$ cat src/hdl/ubm_pkg.sv
// Purpose: shared constants and carriers for the uhf bank map access gate
// Assumes: word addressing within each bank, 8-bit word address
// Notes: bank codes follow the two-bit air-interface bank field
package ubm_pkg;
    localparam int WA_W = 8;
    localparam logic [1:0] BANK_RSV = 2'h0;
    localparam logic [1:0] BANK_EPC = 2'h1;
    localparam logic [1:0] BANK_TID = 2'h2;
    localparam logic [1:0] BANK_USR = 2'h3;
    // reserved bank
    localparam logic [7:0] RSV_LAST = 8'h03;
    // epc bank
    localparam logic [7:0] EPC_FIRST = 8'h02;
    localparam logic [7:0] EPC_LAST_SMALL = 8'h09;
    localparam logic [7:0] EPC_LAST_LARGE = 8'h0f;
    localparam logic [7:0] EPC_XPC_W1 = 8'h21;
    localparam int EPC_BITS_SMALL = 128;
    localparam int EPC_BITS_LARGE = 224;
    // tid bank
    localparam logic [7:0] TID_LAST = 8'h05;
    // user bank
    localparam logic [7:0] USR_LAST_SMALL = 8'h09;
    localparam logic [7:0] USR_LAST_LARGE = 8'h03;
    localparam int USR_BITS_SMALL = 160;
    localparam int USR_BITS_LARGE = 64;
    localparam logic [7:0] PROX_FIRST = 8'h20;
    localparam logic [7:0] PROX_LAST = 8'hff;

    typedef enum logic [3:0] {
        UBM_TGT_NONE = 4'h1,
        UBM_TGT_UHF = 4'h2,
        UBM_TGT_PROX = 4'h4,
        UBM_TGT_CALC = 4'h8
    } ubm_tgt_e;

    typedef struct packed {
        logic valid;
        logic write;
        logic [1:0] bank;
        logic [WA_W-1:0] addr;
    } ubm_req_s;

    typedef struct packed {
        logic user_pwd_ok;
        logic user_locked;
        logic user_hidden;
        logic prox_rd_ok;
        logic prox_wr_ok;
    } ubm_perm_s;

    typedef struct packed {
        logic valid;
        logic grant;
        ubm_tgt_e target;
        logic [WA_W-1:0] word;
        logic hidden;
    } ubm_rsp_s;
endpackage

$ cat src/hdl/ubm_decode.sv
// Purpose: combinational bank and word decode per encoding configuration
// Assumes: large_i selects the large encoding map
// Notes: no permission checks here; the gate applies them
module ubm_decode
    import ubm_pkg::*;
(
    // request
    input wire ubm_req_s req_i,
    input wire logic large_i,
    // decode result
    output ubm_tgt_e target_o,
    output logic writable_o,
    output logic [WA_W-1:0] word_o
);
    logic [7:0] epc_last;
    logic [7:0] usr_last;

    always_comb begin
        epc_last = large_i ? EPC_LAST_LARGE : EPC_LAST_SMALL;
        usr_last = large_i ? USR_LAST_LARGE : USR_LAST_SMALL;
        target_o = UBM_TGT_NONE;
        writable_o = 1'b0;
        word_o = req_i.addr;
        unique case (req_i.bank)
            BANK_RSV: begin
                if (req_i.addr <= RSV_LAST) begin
                    target_o = UBM_TGT_UHF;
                    writable_o = 1'b1;
                end
            end
            BANK_EPC: begin
                if (req_i.addr < EPC_FIRST) begin
                    target_o = UBM_TGT_CALC;
                    writable_o = 1'b1;
                end else if (req_i.addr <= epc_last) begin
                    target_o = UBM_TGT_UHF;
                    writable_o = 1'b1;
                end else if (req_i.addr == EPC_XPC_W1) begin
                    target_o = UBM_TGT_CALC;
                    writable_o = 1'b1;
                end
            end
            BANK_TID: begin
                if (req_i.addr <= TID_LAST) begin
                    target_o = UBM_TGT_UHF;
                end
            end
            BANK_USR: begin
                if (req_i.addr <= usr_last) begin
                    target_o = UBM_TGT_UHF;
                    writable_o = 1'b1;
                end else if (req_i.addr >= PROX_FIRST) begin
                    target_o = UBM_TGT_PROX;
                    writable_o = 1'b1;
                    word_o = req_i.addr - PROX_FIRST;
                end
            end
        endcase
    end
endmodule

$ cat src/hdl/ubm_gate.sv
// Purpose: access gate for the four uhf memory banks with proximity memory mapping
// Assumes: reader front end presents one decoded request per valid cycle
// Notes: answer appears one cycle after the request
module ubm_gate
    import ubm_pkg::*;
(
    // clock and reset
    input wire logic clk_i,
    input wire logic rst_n_i,
    // configuration
    input wire logic large_i,
    // request and permissions
    input wire ubm_req_s req_i,
    input wire ubm_perm_s perm_i,
    // answer
    output ubm_rsp_s rsp_o
);
    ubm_tgt_e dec_tgt;
    logic dec_wr;
    logic [WA_W-1:0] dec_word;
    logic allow;
    logic hide;
    ubm_rsp_s rsp_reg;

    // word width of every bank; the storage sizes count in bits, the decode ranges in these words
    localparam int WORD_BITS = 16;
    localparam int EPC_SMALL_WORDS = int'(EPC_LAST_SMALL) - int'(EPC_FIRST) + 1;
    localparam int EPC_LARGE_WORDS = int'(EPC_LAST_LARGE) - int'(EPC_FIRST) + 1;
    localparam int USR_SMALL_WORDS = int'(USR_LAST_SMALL) + 1;
    localparam int USR_LARGE_WORDS = int'(USR_LAST_LARGE) + 1;

    // a decode range that drifts from its storage size would silently lose words
    if (EPC_SMALL_WORDS * WORD_BITS != EPC_BITS_SMALL) begin : g_bad_epc_small
        $error("small map identifier words do not match its size");
    end
    if (USR_SMALL_WORDS * WORD_BITS != USR_BITS_SMALL) begin : g_bad_usr_small
        $error("small map user words do not match its size");
    end
    if (EPC_LARGE_WORDS * WORD_BITS != EPC_BITS_LARGE) begin : g_bad_epc_large
        $error("large map identifier words do not match its size");
    end
    if (USR_LARGE_WORDS * WORD_BITS != USR_BITS_LARGE) begin : g_bad_usr_large
        $error("large map user words do not match its size");
    end
    if (PROX_FIRST <= USR_LAST_SMALL || PROX_FIRST <= USR_LAST_LARGE) begin : g_prox_low
        $error("mapped window overlaps local user words");
    end
    if (int'(PROX_LAST) != (1 << WA_W) - 1) begin : g_prox_high
        $error("mapped window does not reach the last word");
    end
    if (EPC_XPC_W1 <= EPC_LAST_SMALL || EPC_XPC_W1 <= EPC_LAST_LARGE) begin : g_xpc_low
        $error("control word falls inside an identifier range");
    end

    ubm_decode u_dec (
        .req_i(req_i),
        .large_i(large_i),
        .target_o(dec_tgt),
        .writable_o(dec_wr),
        .word_o(dec_word)
    );

    // user bank rules apply to both local and mapped words
    always_comb begin
        hide = (req_i.bank == BANK_USR) && perm_i.user_hidden;
        allow = (dec_tgt != UBM_TGT_NONE) && (dec_wr || !req_i.write) && !hide;
        if (req_i.bank == BANK_USR) begin
            allow = allow && perm_i.user_pwd_ok && !(req_i.write && perm_i.user_locked);
        end
        if (dec_tgt == UBM_TGT_PROX) begin
            allow = allow && (req_i.write ? perm_i.prox_wr_ok : perm_i.prox_rd_ok);
        end
    end

    always_ff @(posedge clk_i) begin
        if (!rst_n_i) begin
            rsp_reg <= '{valid: 1'b0, grant: 1'b0, target: UBM_TGT_NONE,
                         word: '0, hidden: 1'b0};
        end else begin
            rsp_reg.valid <= req_i.valid;
            rsp_reg.grant <= req_i.valid && allow;
            rsp_reg.target <= req_i.valid ? dec_tgt : UBM_TGT_NONE;
            rsp_reg.word <= dec_word;
            rsp_reg.hidden <= req_i.valid && hide;
        end
    end

    assign rsp_o = rsp_reg;
endmodule

$ cat config.mk
export PLATFORM = sky130hd
export DESIGN_NAME = ubm_gate
export DESIGN_NICKNAME = d
export VERILOG_FILES = /design/src/hdl/ubm_pkg.sv /design/src/hdl/ubm_decode.sv /design/src/hdl/ubm_gate.sv
export SDC_FILE = /design/constraint.sdc
export NUM_CORES = 1
export LEC_CHECK = 0
export BUFFER_PORTS_ARGS = -buffer_cell sky130_fd_sc_hd__buf_2
export CORE_MARGIN = 1.5
export CORE_UTILIZATION = 25
export CTS_CLUSTER_DIAMETER = 30
export CTS_CLUSTER_SIZE = 40
export DETAILED_ROUTE_END_ITERATION = 8
export GPL_ROUTABILITY_DRIVEN = 1
export PLACE_DENSITY = 0.45
export RECOVER_POWER = 50
export SYNTH_ARGS = -nofsm -noshare
export SYNTH_HDL_FRONTEND = slang
export SYNTH_HIERARCHICAL = 1
export SYNTH_SLANG_ARGS = --single-unit
$ cat constraint.sdc
create_clock -name clk_i -period 2.3 [get_ports clk_i]
set_clock_uncertainty 0.1 [all_clocks]
set_input_delay 0 -clock clk_i [delete_from_list [all_inputs] [get_ports clk_i]]
set_output_delay 0 -clock clk_i [all_outputs]
set_load 0.02 [all_outputs]
==> results by group <==
Routing
  • Iter 0 DRT Violations: 17
  • Routed Wire Length: 2.067 mm
  • Residual DRC: 0
  • Vias: 841
  • Post-DRT Antenna Nets: 0
  • DRT Pass-1 Iters: 4
  • Average via count per standard cell: 4.403
  • DR WL/cell: 10.82 µm

Clock tree
  • CTS tree: done
  • Clk root buf: clkbuf_4
  • H-tree levels: 1
  • Number of buffers created by CTS: 3
  • Postcts setup bufs: 0
  • Reg clk slew, reported paths: 90 ps
  • CTS sink count: 15
  • Clk buf depth: 2

Setup path
  • Worst setup SP type: primary input
  • Crit-path max cell delay: 530 ps
  • Critical Path AT: 2320 ps
  • Slowest CP cell: dlygate4sd3_1
  • Critical Path Sink Type: flop
  • Critical path peak fanout: 4
  • Critical path cell sequence: dlygate4sd3_1, buf_2, or3_1, a2111o_1, a21o_1, or4b_1, o22ai_1, nor3_1
  • Crit path required time: 2370 ps
  • Setup CP Type: primary input to flop

Timing
  • Slew headroom: 0.7265
  • Final Cycle Share: 0.9777
  • Post-route setup TNS: 0 ps
  • Worst slew pin tran: 405.0 ps
  • RSZ-0062 raised after global routing: false
  • Crit path time final: 2249 ps
  • Slew Limit Fails: 0
  • Max Fclk: 444.7 MHz
  • Final setup fails: 0
  • Final hold viol count: 0

Synth
  • Top_reg_cell synth: dfxtp_1
  • Synthesized netlist cell count: 100
  • Synth Net Count: 125
  • Yosys cell types: 35
  • Synth Area in Adders: 0.07102
  • Sequential fraction of the synthesis area: 0.3409
  • Number of synthesized register bits: 15
  • Mux cell area share after synthesis: 0.02557
  • Synth Warn #: 6
  • Post-synth EDFFs: 0
  • Largest family of logic cells by synthesized area: simple AND/OR/NAND/NOR gates
  • Post-Syn Area per Cell: 8.808 µm²
  • Post-synth design cell area: 880.8 µm²
  • Ys async rst share: 0
  • Compound-Gate Fraction of Synth Area: 0.1761
  • Simple-gate portion of the synthesized area: 0.3011
  • XOR/XNOR Fraction of Synth Area: 0

Placement
  • Post-DP HPWL: 1.648 mm
  • Port Buffer Count: 34
  • GPL Wtd Cong: 0.7567
  • Placed cells: 173

GRT
  • Largest net degree at the start of global routing: 13
  • Antenna violations before repair: 0
  • GRT Resource Usage Total: 0.1113
  • First-pass GRT wire length: 3.463 mm
  • Total gr overflow: 0
  • Number of global-route vias before repair: 832

Pwr
  • Switching power: 157.2 µW
  • P per Cell Area: 454.8 mW/mm²
  • Comb power frac: 0.250
  • Reg power frac: 0.490
  • Clock Power Share: 0.260
  • Worst VDD drop: 0.1156 mV
  • Internal power: 399.4 µW
  • Leak Pwr: 0.0005615 µW
  • Switching share of power: 0.2824

Layout
  • Most frequent cells in the layout: buf_2, dfxtp_1, dlygate4sd3_1
  • Synth-to-Final Area Change: 38.92%
  • Ant diodes: 0
  • Final core occ: 0.3638
  • Commonest non-fill, non-tap cell in the layout: buf_2
  • Share of layout cells above drive strength 1: 0.2690
  • Max reg flops: 15
  • Final Non-Filler Cells: 191
  • Final nets: 171

Floorplan
  • Ports: 35
  • Die area: 0.003889 mm²
  • Die Span Y: 62.36 µm
  • Cell Rows: 21
  • Chip Width: 62.36 µm
  • Initial core utilization: 0.2619
  • Std-Cell Core Area: 0.003363 mm²

Run status
  • Status: finished clean

Flow run
  • MaxCap Viol Count: 0

Min path
  • Hold WC Path Type: primary input to flop
## per-layer routing
layer / global-route usage / wire length (µm)
met1: 0.1309 / 975
met5: 0 / 0
met3: 0.01812 / 92
met4: 0.06667 / 28
met2: 0.1902 / 971
## what timing repair did
action,4_1_cts,5_1_grt
resized for setup,0,0
hold buffers,14,0
hold endpoints to repair,15,0
## cell usage after synthesis, types with 2 or more instances
master    instances  share of area
nand3_1           7          0.040
o21ai_0           2          0.011
buf_4             5          0.043
dfxtp_1          15           0.34
or2_2             2          0.014
nand2b_1          3          0.021
a211oi_1          3          0.026
inv_1             7          0.030
nor3_1            2          0.011
or3_1             3          0.021
nand2_1           7          0.030
nor2_1            3          0.013
and3_1            2          0.014
mux2_2            2          0.026
nor4b_1           2          0.020
a21o_1            3          0.026
ha_1              5          0.071
and2_1            8          0.057
clkbuf_1          3          0.013
## critical path: cells and delay by family
kind | cells | cell delay [ps]
AND/OR/NAND/NOR | 3 | 920
AO/OA/AOI/OAI | 3 | 710
buffers and inverters | 2 | 670
## final timing paths
path | to | cells after the start | slack (ps) | from
worst max-delay path | rsp_o[13] | 8 | 50 | req_i[7]
worst min-delay path | rsp_o[6] | 4 | 20 | req_i[5]
## area by class of cell
type,instances,area (µm²)
fill,387,2140
multi-input combinational,70,505.5
timing repair buffer,49,306.5
sequential,15,300.3
tap,46,57.56
inverter,7,26.28
clock buffer,3,22.52
clock inverter,1,5.005
## power groups by stage
stage	Clock [µW]	Sequential (µW)	Combinational [µW]
6_report	145	273	139
3_5_place_dp	0	279	125
2_1_floorplan	0	294	67.6
4_1_cts	156	273	142
3_3_place_gp	0	278	125
5_1_grt	164	274	153
## cell families after synthesis
group | Yosys count
AO/OA/AOI/OAI | 20
adder cells (fa/ha/maj) | 5
buffers and inverters | 15
flip-flops | 15
multiplexers | 2
AND/OR/NAND/NOR | 43
## through the flow
step                power, µW  hold slack, ps  area (µm²)  setup slack [ps]
detailed placement      404.1           181.0        1067             126.8
global route            590.7           47.00        1224            0.1248
CTS                     571.3           5.521        1235             53.83
finish                  556.6           23.85        1224             51.19
global placement        403.1           181.0        1067             161.2
floorplan               361.2           42.87       880.8             369.7
Note: power is estimated with default switching activity, not from simulation.
